==> config.mk <==
export PLATFORM = sky130hd
export DESIGN_NAME = sfpw_front_end
export DESIGN_NICKNAME = d
export VERILOG_FILES = /design/src/inc/sfpw_pkg.sv /design/src/design/sfpw_fifo.sv /design/src/design/sfpw_front_end.sv
export SDC_FILE = /design/constraint.sdc
export NUM_CORES = 2
export LEC_CHECK = 0
export ABC_CLOCK_PERIOD_IN_PS = 11500
export BUFFER_PORTS_ARGS = -buffer_cell sky130_fd_sc_hd__buf_2
export CORE_UTILIZATION = 30
export CTS_CLUSTER_DIAMETER = 60
export CTS_CLUSTER_SIZE = 14
export DETAILED_ROUTE_END_ITERATION = 12
export PLACE_DENSITY_LB_ADDON = 0.08
export SLEW_MARGIN = 20
export SYNTH_ARGS = -nofsm -noshare
export SYNTH_HDL_FRONTEND = slang
export SYNTH_SLANG_ARGS = --single-unit
==> constraint.sdc <==
create_clock -name clk -period 11.5 [get_ports clk]
set_input_delay 0.575 -clock clk [delete_from_list [all_inputs] [get_ports clk]]
set_output_delay 0.575 -clock clk [all_outputs]
set_load 0.02 [all_outputs]
==> src/inc/sfpw_pkg.sv <==
package sfpw_pkg;

    // ****************************************************************
    // Geometry
    // ****************************************************************
    localparam int PAGE_BYTES = 256;
    localparam int COL_W = 8;
    localparam int PAGE_W = 11;
    localparam int ADDR_W = 24;
    localparam int PAGE_LSB = 8;
    localparam int SECTOR_LSB = 8;
    localparam int SECTOR_W = 3;
    localparam logic [2:0] TOP_SECTOR = 3'h7;
    localparam int FIFO_DEPTH = 8;

    // ****************************************************************
    // Instruction codes (values are arbitrary)
    // ****************************************************************
    localparam logic [7:0] CMD_ARM = 8'hA1;
    localparam logic [7:0] CMD_REWRITE = 8'hA2;
    localparam logic [7:0] CMD_BURN = 8'hA3;
    localparam logic [7:0] CMD_STATUS = 8'hA4;

    // ****************************************************************
    // Header and status layout
    // ****************************************************************
    localparam logic [2:0] HDR_BYTES = 3'h4;
    localparam int ST_ACTIVE = 0;
    localparam int ST_ARMED = 1;
    localparam int ST_PROT_LSB = 2;
    localparam logic [2:0] PROT_RESET = 3'h0;
    localparam logic [5:0] SYNC_RESET = 6'h38;

    // ****************************************************************
    // Types
    // ****************************************************************
    typedef enum logic [1:0] {ARR_READ, ARR_ERASE, ARR_PROG} sfpw_op_t;

    typedef struct packed {
        logic [COL_W-1:0] col;
        logic [7:0] data;
    } sfpw_byte_t;

    typedef struct packed {
        sfpw_op_t op;
        logic [PAGE_W-1:0] page;
        logic [COL_W-1:0] col;
        logic [7:0] wdata;
    } sfpw_req_t;

    // Level 0 protects nothing, levels 1 to 3 the top 2^(n-1) sectors, levels 4 to 7 all eight.
    function automatic logic sfpw_protected(input logic [2:0] level,
                                            input logic [2:0] sector);
        logic [3:0] span;
        span = 4'h0;
        if (level != 3'h0)
        begin
            span = (level >= 3'h4) ? 4'h8 : 4'(1 << (level - 3'h1));
        end
        return (4'h8 - {1'b0, sector}) <= span;
    endfunction : sfpw_protected

endpackage : sfpw_pkg

==> src/design/sfpw_fifo.sv <==
`timescale 1ns/100ps
module sfpw_fifo #(
    parameter int WIDTH = 16,
    parameter int DEPTH = 8
) (
    input wire logic clk,
    input wire logic sys_rst,
    input wire logic in_valid,
    output logic in_ready,
    input wire logic [WIDTH-1:0] in_data,
    output logic out_valid,
    input wire logic out_ready,
    output logic [WIDTH-1:0] out_data
);
    localparam int PW = $clog2(DEPTH);

    logic [WIDTH-1:0] mem [DEPTH];
    logic [PW-1:0] wrPtr;
    logic [PW-1:0] rdPtr;
    logic [PW:0] count;
    wire doPush = in_valid && in_ready;
    wire doPop = out_valid && out_ready;

    assign in_ready = count != (PW+1)'(DEPTH);
    assign out_valid = count != '0;
    assign out_data = mem[rdPtr];

    always_ff @(posedge clk)
    begin
        if (doPush)
        begin
            mem[wrPtr] <= in_data;
        end
    end

    always_ff @(posedge clk)
    begin
        if (sys_rst)
        begin
            wrPtr <= '0;
            rdPtr <= '0;
            count <= '0;
        end
        else
        begin
            wrPtr <= doPush ? PW'((wrPtr + 1'b1) % DEPTH) : wrPtr;
            rdPtr <= doPop ? PW'((rdPtr + 1'b1) % DEPTH) : rdPtr;
            count <= count + (PW+1)'(doPush) - (PW+1)'(doPop);
        end
    end
endmodule : sfpw_fifo

==> src/design/sfpw_front_end.sv <==
`timescale 1ns/100ps
module sfpw_front_end (
    input wire logic clk,
    input wire logic sys_rst,
    input wire logic spi_sclk,
    input wire logic spi_cs_n,
    input wire logic spi_mosi,
    output logic spi_miso,
    output logic spi_miso_oe,
    input wire logic reset_pin_n,
    input wire logic area_freeze_pin_n,
    input wire logic top_block_lock_n,
    input wire logic [2:0] protect_level_in,
    output logic array_req,
    output sfpw_pkg::sfpw_req_t array_cmd,
    input wire logic array_ack,
    input wire logic [7:0] array_rdata,
    output logic cycle_active_flag,
    output logic modify_armed_latch,
    output logic [2:0] protect_level_bits
);
    import sfpw_pkg::*;

    // ****************************************************************
    // Pin synchronisers and edge detection
    // ****************************************************************
    typedef enum {S_IDLE, S_DRAIN, S_MERGE, S_ERASE, S_PROG} sfpw_state_t;

    logic [5:0] syncA;
    logic [5:0] syncB;
    logic sclkPrev;
    logic csPrev;

    always_ff @(posedge clk)
    begin
        if (sys_rst)
        begin
            syncA <= SYNC_RESET;
            syncB <= SYNC_RESET;
            sclkPrev <= 1'b0;
            csPrev <= 1'b0;
        end
        else
        begin
            syncA <= {top_block_lock_n, area_freeze_pin_n, reset_pin_n,
                      spi_mosi, spi_cs_n, spi_sclk};
            syncB <= syncA;
            sclkPrev <= syncB[0];
            csPrev <= syncB[1];
        end
    end

    wire sclkNow = syncB[0];
    wire csNow = syncB[1];
    wire mosiNow = syncB[2];
    wire lockNow = syncB[5];
    wire freezeNow = syncB[4];
    wire rst = sys_rst || !syncB[3];
    wire sclkRise = sclkNow && !sclkPrev;
    wire sclkFall = !sclkNow && sclkPrev;
    wire csFall = !csNow && csPrev;
    wire csRise = csNow && !csPrev;

    // ****************************************************************
    // Frame tracking
    // ****************************************************************
    logic primed;
    logic active;
    logic [2:0] bitCnt;
    logic [2:0] byteCnt;
    logic [7:0] shiftIn;
    logic [7:0] opcode;
    logic [ADDR_W-1:0] addr;
    logic [COL_W-1:0] dataIdx;
    logic gotData;
    logic overrun;
    sfpw_state_t state;
    logic armed;
    logic [2:0] protLevel;

    wire idle = state == S_IDLE;
    wire [7:0] rxByte = {shiftIn[6:0], mosiNow};
    wire bitTake = active && sclkRise;
    wire byteDone = bitTake && bitCnt == 3'h7;
    wire isWriteOp = opcode == CMD_REWRITE || opcode == CMD_BURN;
    wire inData = byteCnt == HDR_BYTES;
    wire pushValid = byteDone && inData && isWriteOp && idle;
    wire pushReady;
    sfpw_byte_t pushByte;

    assign pushByte.col = addr[COL_W-1:0] + dataIdx;
    assign pushByte.data = rxByte;

    // fall needed after select seen high
    always_ff @(posedge clk)
    begin
        if (rst)
        begin
            primed <= 1'b0;
            active <= 1'b0;
        end
        else
        begin
            primed <= primed || csNow;
            active <= (active && !csRise) || (csFall && primed);
        end
    end

    always_ff @(posedge clk)
    begin
        if (rst || csFall)
        begin
            bitCnt <= 3'h0;
            byteCnt <= 3'h0;
            dataIdx <= '0;
            gotData <= 1'b0;
            overrun <= 1'b0;
        end
        else if (byteDone)
        begin
            bitCnt <= 3'h0;
            byteCnt <= inData ? byteCnt : byteCnt + 3'h1;
            dataIdx <= pushValid ? dataIdx + 8'h01 : dataIdx;
            gotData <= gotData || pushValid;
            overrun <= overrun || (pushValid && !pushReady);
        end
        else if (bitTake)
        begin
            bitCnt <= bitCnt + 3'h1;
        end
    end

    always_ff @(posedge clk)
    begin
        if (rst)
        begin
            shiftIn <= 8'h00;
            opcode <= 8'h00;
            addr <= '0;
        end
        else if (bitTake)
        begin
            shiftIn <= rxByte;
            opcode <= (byteDone && byteCnt == 3'h0) ? rxByte : opcode;
            if (byteDone && byteCnt != 3'h0 && !inData)
            begin
                addr <= {addr[ADDR_W-9:0], rxByte};
            end
        end
    end

    // ****************************************************************
    // Instruction acceptance and protection
    // ****************************************************************
    wire [PAGE_W-1:0] pageAddr = addr[PAGE_LSB+PAGE_W-1:PAGE_LSB];
    wire [SECTOR_W-1:0] sector = pageAddr[SECTOR_LSB+SECTOR_W-1:SECTOR_LSB];
    wire endInst = active && csRise;
    wire frameOk = bitCnt == 3'h0;
    wire armCmd = endInst && frameOk && opcode == CMD_ARM
                  && byteCnt == 3'h1 && idle;
    wire wrCmd = endInst && frameOk && isWriteOp && inData && gotData
                 && armed && !overrun && idle;
    wire lockHit = !lockNow && sector == TOP_SECTOR;
    wire blocked = lockHit || sfpw_protected(protLevel, sector);
    wire startWrite = wrCmd && !blocked;
    wire progLast = state == S_PROG && array_ack && array_cmd.col == 8'hFF;

    // arm sets; completion or protection refusal clears
    always_ff @(posedge clk)
    begin
        if (rst)
        begin
            armed <= 1'b0;
        end
        else
        begin
            armed <= armCmd || (armed && !progLast && !(wrCmd && blocked));
        end
    end

    always_ff @(posedge clk)
    begin
        if (rst)
        begin
            protLevel <= PROT_RESET;
        end
        else if (freezeNow)
        begin
            protLevel <= protect_level_in;
        end
    end

    // ****************************************************************
    // Byte FIFO and page buffer
    // ****************************************************************
    logic [7:0] pageBuf [PAGE_BYTES];
    logic [PAGE_BYTES-1:0] modMask;
    logic isBurn;
    logic [PAGE_W-1:0] curPage;
    logic [COL_W-1:0] col;
    logic reqArm;
    logic [7:0] progByte;
    wire popValid;
    wire popReady = state == S_IDLE || state == S_DRAIN;
    wire [15:0] popRaw;
    sfpw_byte_t popByte;

    assign popByte = sfpw_byte_t'(popRaw);

    sfpw_fifo #(
        .WIDTH(16),
        .DEPTH(FIFO_DEPTH)
    ) u_fifo (
        .clk(clk),
        .sys_rst(rst),
        .in_valid(pushValid),
        .in_ready(pushReady),
        .in_data(16'(pushByte)),
        .out_valid(popValid),
        .out_ready(popReady),
        .out_data(popRaw)
    );

    wire doPop = popValid && popReady;
    wire mergeAck = state == S_MERGE && array_ack;
    // burn ANDs new data into old contents
    // unmodified bytes take old page values
    wire [7:0] oldByte = pageBuf[col];
    wire [7:0] mergedByte = !modMask[col] ? array_rdata
                          : isBurn ? (oldByte & array_rdata) : oldByte;

    // one page of buffer, any byte
    always_ff @(posedge clk)
    begin
        if (doPop)
        begin
            pageBuf[popByte.col] <= popByte.data;
        end
        else if (mergeAck)
        begin
            pageBuf[col] <= mergedByte;
        end
    end

    always_ff @(posedge clk)
    begin
        if (rst || (csFall && idle))
        begin
            modMask <= '0;
        end
        else if (doPop)
        begin
            modMask[popByte.col] <= 1'b1;
        end
    end

    // ****************************************************************
    // Write cycle sequencer
    // ****************************************************************
    sfpw_state_t next_state;
    wire lastCol = col == 8'hFF;

    always_comb
    begin
        next_state = state;
        unique case (state)
            S_IDLE: next_state = startWrite ? S_DRAIN : S_IDLE;
            S_DRAIN: next_state = popValid ? S_DRAIN : S_MERGE;
            S_MERGE:
            begin
                if (array_ack && lastCol)
                begin
                    next_state = isBurn ? S_PROG : S_ERASE;
                end
            end
            S_ERASE: next_state = array_ack ? S_PROG : S_ERASE;
            S_PROG: next_state = (array_ack && lastCol) ? S_IDLE : S_PROG;
        endcase
    end

    always_ff @(posedge clk)
    begin
        if (rst)
        begin
            state <= S_IDLE;
            col <= '0;
            reqArm <= 1'b0;
            isBurn <= 1'b0;
            curPage <= '0;
        end
        else
        begin
            state <= next_state;
            col <= (state != next_state) ? 8'h00
                 : (array_ack ? col + 8'h01 : col);
            reqArm <= !array_ack && state == next_state
                      && (state == S_MERGE || state == S_ERASE
                          || state == S_PROG);
            isBurn <= startWrite ? opcode == CMD_BURN : isBurn;
            curPage <= startWrite ? pageAddr : curPage;
        end
    end

    always_ff @(posedge clk)
    begin
        progByte <= pageBuf[col];
    end

    assign array_req = reqArm;
    assign array_cmd.op = state == S_MERGE ? ARR_READ
                        : state == S_ERASE ? ARR_ERASE : ARR_PROG;
    assign array_cmd.page = curPage;
    assign array_cmd.col = col;
    assign array_cmd.wdata = progByte;

    // ****************************************************************
    // Status output
    // ****************************************************************
    logic [7:0] outShift;
    logic misoBit;
    logic sending;
    logic oeReg;
    wire [7:0] statusByte = {3'h0, protLevel, armed, !idle};
    wire statusStart = byteDone && byteCnt == 3'h0 && rxByte == CMD_STATUS;

    always_ff @(posedge clk)
    begin
        if (rst || csFall)
        begin
            sending <= 1'b0;
            outShift <= 8'h00;
        end
        else if (statusStart || (sending && byteDone))
        begin
            sending <= 1'b1;
            outShift <= statusByte;
        end
        else if (active && sclkFall)
        begin
            outShift <= {outShift[6:0], 1'b0};
        end
    end

    // shift on falling, drive only when selected
    always_ff @(posedge clk)
    begin
        if (rst)
        begin
            misoBit <= 1'b0;
            oeReg <= 1'b0;
        end
        else
        begin
            misoBit <= (active && sclkFall) ? outShift[7] : misoBit;
            oeReg <= active && !csNow && sending;
        end
    end

    assign spi_miso = misoBit;
    assign spi_miso_oe = oeReg;
    // busy from cycle start to end
    assign cycle_active_flag = !idle;
    assign modify_armed_latch = armed;
    assign protect_level_bits = protLevel;
endmodule : sfpw_front_end

## After elaboration in Yosys (flattened, before gate mapping)

Memory sizes are Yosys's and may differ from the RTL's. A register that Yosys moved wholly into a read port is not among the register bits.
Index checks and enable logic that the tools add are counted.

- Muxes and demuxes: 33
- Shift-type cells: 1
- Order comparisons: 5
- Eq/ne operators: 20
- Add/sub/neg operators: 11
- Bitwise gates (word level): 3
- Reduce and logical (&&, ||, !) cells: 91

Operator list:

| kind | number |
|---|---|
| $or 256x256->256 | 1 |
| $pmux 32 s5 | 1 |
| $eq 32x2->1 const B | 3 |
| $eq 32x3->1 const B | 3 |
| $logic_not 32->1 | 2 |
| $mux 8 | 6 |
| $logic_and 1x1->1 | 46 |
| $eq 8x8->1 const B | 5 |
| $eq 32x1->1 const B | 1 |
| $eq 32x32->1 | 1 |
| $eq 32x4->1 const B | 1 |
| $mux 32 | 1 |
| $ne 32x32->1 | 1 |
| $lt 8x9->1 const B | 2 |
| $add 8x1->8 const B | 2 |
| $logic_not 1->1 | 15 |
| $mux 3 | 5 |
| $logic_or 1x1->1 | 14 |
| $add 3x1->3 const B | 4 |
| $mux 1 | 11 |
| $mux 5 | 2 |
| $eq 3x3->1 const B | 3 |
| $add 8x8->8 | 1 |
| $and 8x8->8 | 1 |
| 22 further kinds | 32 |

- Memories: 2
- Register bits after elaboration: 408
- Output and inout port bits: 37
- Bits in writable memories: 2,176
- Word-level logic and storage cells: 197

Memory list:

| name | depth | bits a word | rd ports | clocked after memory_dff | write ports | RTL line | text |
|---|---|---|---|---|---|---|---|
| pageBuf | 256 | 8 | 1 | 1 | 1 | sfpw_front_end.sv:196 | `logic [7:0] pageBuf [PAGE_BYTES];` |
| u_fifo.mem | 8 | 16 | 1 | 1 | 1 | sfpw_fifo.sv:17 | `logic [WIDTH-1:0] mem [DEPTH];` |

## Logic depth before layout (Yosys ltp)

- Word-level depth: 16
- Gate-level depth with buffers: 13

## Hierarchy

A second synthesis with hierarchy kept.

- Cells, all modules: 5,794
- Area total of the unflattened synthesis: 101,148.3 sq um

By module, submodules not included:

| module | cells each | times used | area an instance (sq um) |
|---|---|---|---|
| sfpw_front_end | 5,529 | 1 | 95,516.6 |
| sfpw_fifo | 265 | 1 | 5,631.7 |

## Least setup slack after synthesis

OpenSTA, ideal clock, no wires.

- Path type: reg-to-reg
- Start: reg col[0]
- End: mem pageBuf[0][7] (data pin)
- Arrival: 9,600 ps
- Slack: 316 ps
- Clock period less this slack: 11,184 ps
- Data required time: 9,916 ps
- Cell stages (with the launch flop): 13
- Library setup time: 1,584 ps
- Cell sequence: dfxtp_1 buf_2 buf_4 buf_4 buf_4 mux2_2 a311oi_1 a32oi_1 o211ai_1 o221ai_1 o31ai_1 o21ai_0 o22ai_1

- Word-level cells in the longest chain between the ends: 4

Ends and longest elaborated chain:

| element | RTL line | text |
|---|---|---|
| start, declared | sfpw_front_end.sv:200 | `logic [COL_W-1:0] col;` |
| start signal, assigned | sfpw_front_end.sv:294 | `col <= (state != next_state) ? 8'h00` |
| $bmux 1 s8 | sfpw_front_end.sv:229 | `wire [7:0] mergedByte = !modMask[col] ? array_rdata` |
| $mux 1 (implied by the code) | sfpw_front_end.sv:229 |  |
| $mux 8 | sfpw_front_end.sv:229 |  |
| $mux 8 (no line) | n/a |  |
| end, declared | sfpw_front_end.sv:196 |  |

No other way between the ends. The select of a mux whose other input is x is not followed.

==> flow_summary.json <==
{
  "grt_pass1_vias": 54020,
  "hold_path.class": "primary input to flop",
  "yosys.cell_types.count": 74,
  "worstMarginPinSlew_ns": 1.189,
  "start_kind": "flop",
  "cts_root_buf": "clkbuf_16",
  "rsz0062_at_grt": "no",
  "synth_largest_area_cell": "edfxtp_1",
  "syn_inst": 5670,
  "initialDrtViolationCount": 4386,
  "clk_pin_slew_worst_paths_ns": 0.06,
  "final_area_mm2": 0.1154,
  "grt_first_pass_wirelength_um": 432900,
  "power.total_uw": 18980,
  "syn_area_per_cell_um2": 17.69,
  "cts_htree_levels": 5,
  "grtUsageTotal_pct": 17.98,
  "io_buffers": 56,
  "ant_nets": 0,
  "initial_core_util_pct": 30.26,
  "placed_cell_area_mm2": 0.1063,
  "finalHoldViolCount": 0,
  "async_reset_ff_share_pct": 0,
  "grt_max_degree": 234,
  "power_density_mw_per_mm2": 164.6,
  "cts_tree": "yes",
  "clk_latency_ns": 0.91,
  "dieArea_mm2": 0.3367,
  "worstPathCellList": "buf_12 > buf_4 > and2_1 > a221oi_1 > a2111oi_0 > buf_4 > o41ai_2 > and4_1 > o21ai_0 > o22ai_4 > buf_4 > buf_4",
  "fin_nets": 5887,
  "die_x_um": 580.3,
  "synth_edf_count": 2176,
  "required_ns": 12.02,
  "num_io_pins": 57,
  "gp_congestion": 0.7652,
  "syn_to_final_growth_pct": 14.99,
  "crit_path_end_kind": "flop",
  "synth-seq-cells": 2595,
  "yosysTopAreaCellShare_pct": 65.13,
  "drive_above_1_share_pct": 22.13,
  "slowest_delay_ns": 0.99,
  "whs_ns": 0.2013,
  "period_share_pct": 57.93,
  "syn-cell-area_mm2": 0.1003,
  "crit_top_cell": "buf_4",
  "fin_crit_ns": 6.662,
  "grt_antenna_before_repair": 23,
  "ys_top_cells_by_area": "edfxtp_1 (65%), mux4_2 (12%), dfxtp_1 (8.4%), nor2_1 (2.5%), mux2i_1 (2.2%)",
  "timing.setup.tns_ns": 0,
  "finalWirelength_um": 306900,
  "dpl.hpwl_um": 189800,
  "cp.arrival_ns": 7.18,
  "die_y_um": 580.3,
  "final_util_pct": 34.79,
  "report.final.slew_viol_count": 0,
  "drc": 0,
  "synth-seq-area-share_pct": 73.49,
  "cts_buffer_depth": 4,
  "core-area_mm2": 0.3316,
  "relSlewSlack_pct": 20.70,
  "synth_flop_cell": "edfxtp_1",
  "post_cts_resized": 0,
  "critPathSlowestCell": "a2111oi_0",
  "synth.most_common_cell": "edfxtp_1",
  "cts_sinks": 2595,
  "fmaxAchievable_ghz": 0.1501,
  "fin_skew_ns": 0.05859,
  "synthTopCellsByCount": "edfxtp_1 (2,176), nor2_1 (677), mux4_2 (538)",
  "grt-ovfl-total": 0,
  "setup_viol_count_final": 0,
  "yosysWarnings": 0,
  "p_leak_uw": 0.03444,
  "outcome": "finished, final reports clean",
  "crit_type": "flop to flop",
  "ir_drop_mv": 0.1024,
  "cp_max_fo": 81,
  "cts-buffers-inserted": 266,
  "vias": 52580,
  "rows": 211,
  "vias_per_cell": 5.064,
  "drt_first_pass_iters": 5,
  "maxCapViolCount": 0,
  "wl_per_cell_um": 29.55
}
-- placed cells by master, fill, tap and decap left out, drive strengths merged, types with 13 or more instances in the layout --
cell	n
bufinv	23
a221oi	15
a31oi	25
conb	29
nand3	20
a2111oi	22
edfxtp	2176
mux2i	225
ha	29
buf	204
clkbuf	328
nor2b	53
xnor2	19
o31ai	13
o21ai	49
mux2	61
inv	70
a211oi	32
nor3	32
nor2	677
mux4	538
dfxtp	419
or2	14
clkinv	51
o22ai	91
a21oi	358
nand2b	24
nand2	153
a22oi	64
-- logic make-up after synthesis --
logic type / after synthesis / synth area share, %
adders and majority gates: 31 / 0.4016
other: 1 / 0.003738
xor gates and xnor gates: 28 / 0.2444
AOI/OAI and AO/OA: 766 / 4.769
and+or+nand+nor: 1041 / 4.457
muxes: 824 / 15.01
DFF: 2595 / 73.49
buffers and inverters: 384 / 1.629
-- critical path, delay by kind of cell (launching register included) --
family / cells / cell delay, ns
buffers and inverters: 5 / 2.41
and+or+nand+nor: 2 / 0.97
AOI/OAI and AO/OA: 5 / 1.85
DFF: 1 / 0.69
-- final cells by class --
cell class	count	area, µm²
multi-input combinational	2719	25510
tap	4366	5463
clock inverter	118	1435
sequential	2595	73760
antenna	3	7.507
clock buffer	328	7267
timing repair buffer	218	1785
fill	31390	216200
inverter	36	135.1
-- per-stage QoR --
step / cells / setup WS, ns
final: 10380 / 4.838
after global routing: 10380 / 4.493
after CTS: 10380 / 4.570
after detailed placement: 9917 / 4.621
after global placement: 9910 / 3.656
after floorplan: 5698 / 0.3155
-- worst paths after layout --
| path | startpoint | to | slack, ns | cells past startpoint |
|---|---|---|---|---|
| max | flop | pageBuf[97][5] | 4.84 | 12 |
| min reg2reg | syncA[3] | syncB[3] | 0.41 | 1 |
| min | array_ack | array_req | 0.20 | 2 |
| max reg2reg | flop | pageBuf[97][5] | 4.84 | 12 |
-- power by group --
part | switching (µW) | total (µW) | leakage [µW] | internal, µW
Combinational | 45.0 | 59.7 | 0.00724 | 14.7
Clock | 3820 | 8880 | 0.00424 | 5050
Sequential | 5.13 | 10000 | 0.0230 | 10000
Total | 3870 | 19000 | 0.0344 | 15100
-- registers in the layout, summed over array words and instances (netlist names), 7 cells and up, named ones only --
signal / flops
pageBuf: 2048
modMask: 256
u_fifo.mem: 128
state: 32
addr: 19
curPage: 11
col: 8
dataIdx: 8
opcode: 8
outShift: 8
progByte: 8
shiftIn: 7
-- routing by layer --
layer	up-vias	global-route usage (%)	wire length, µm
met4	0	4.297	7076
met2	1236	30.36	151100
li1	22820	-	-
met5	-	0	0
met1	28170	24.65	136000
met3	356	2.169	12690
-- timing repair --
action / 4_1_cts / 5_1_grt
endpoints found under the hold margin: 12 / 0
setup buffers: 0 / 0
hold buffers: 12 / 0
No activity file was read; power rests on OpenSTA's default activity.
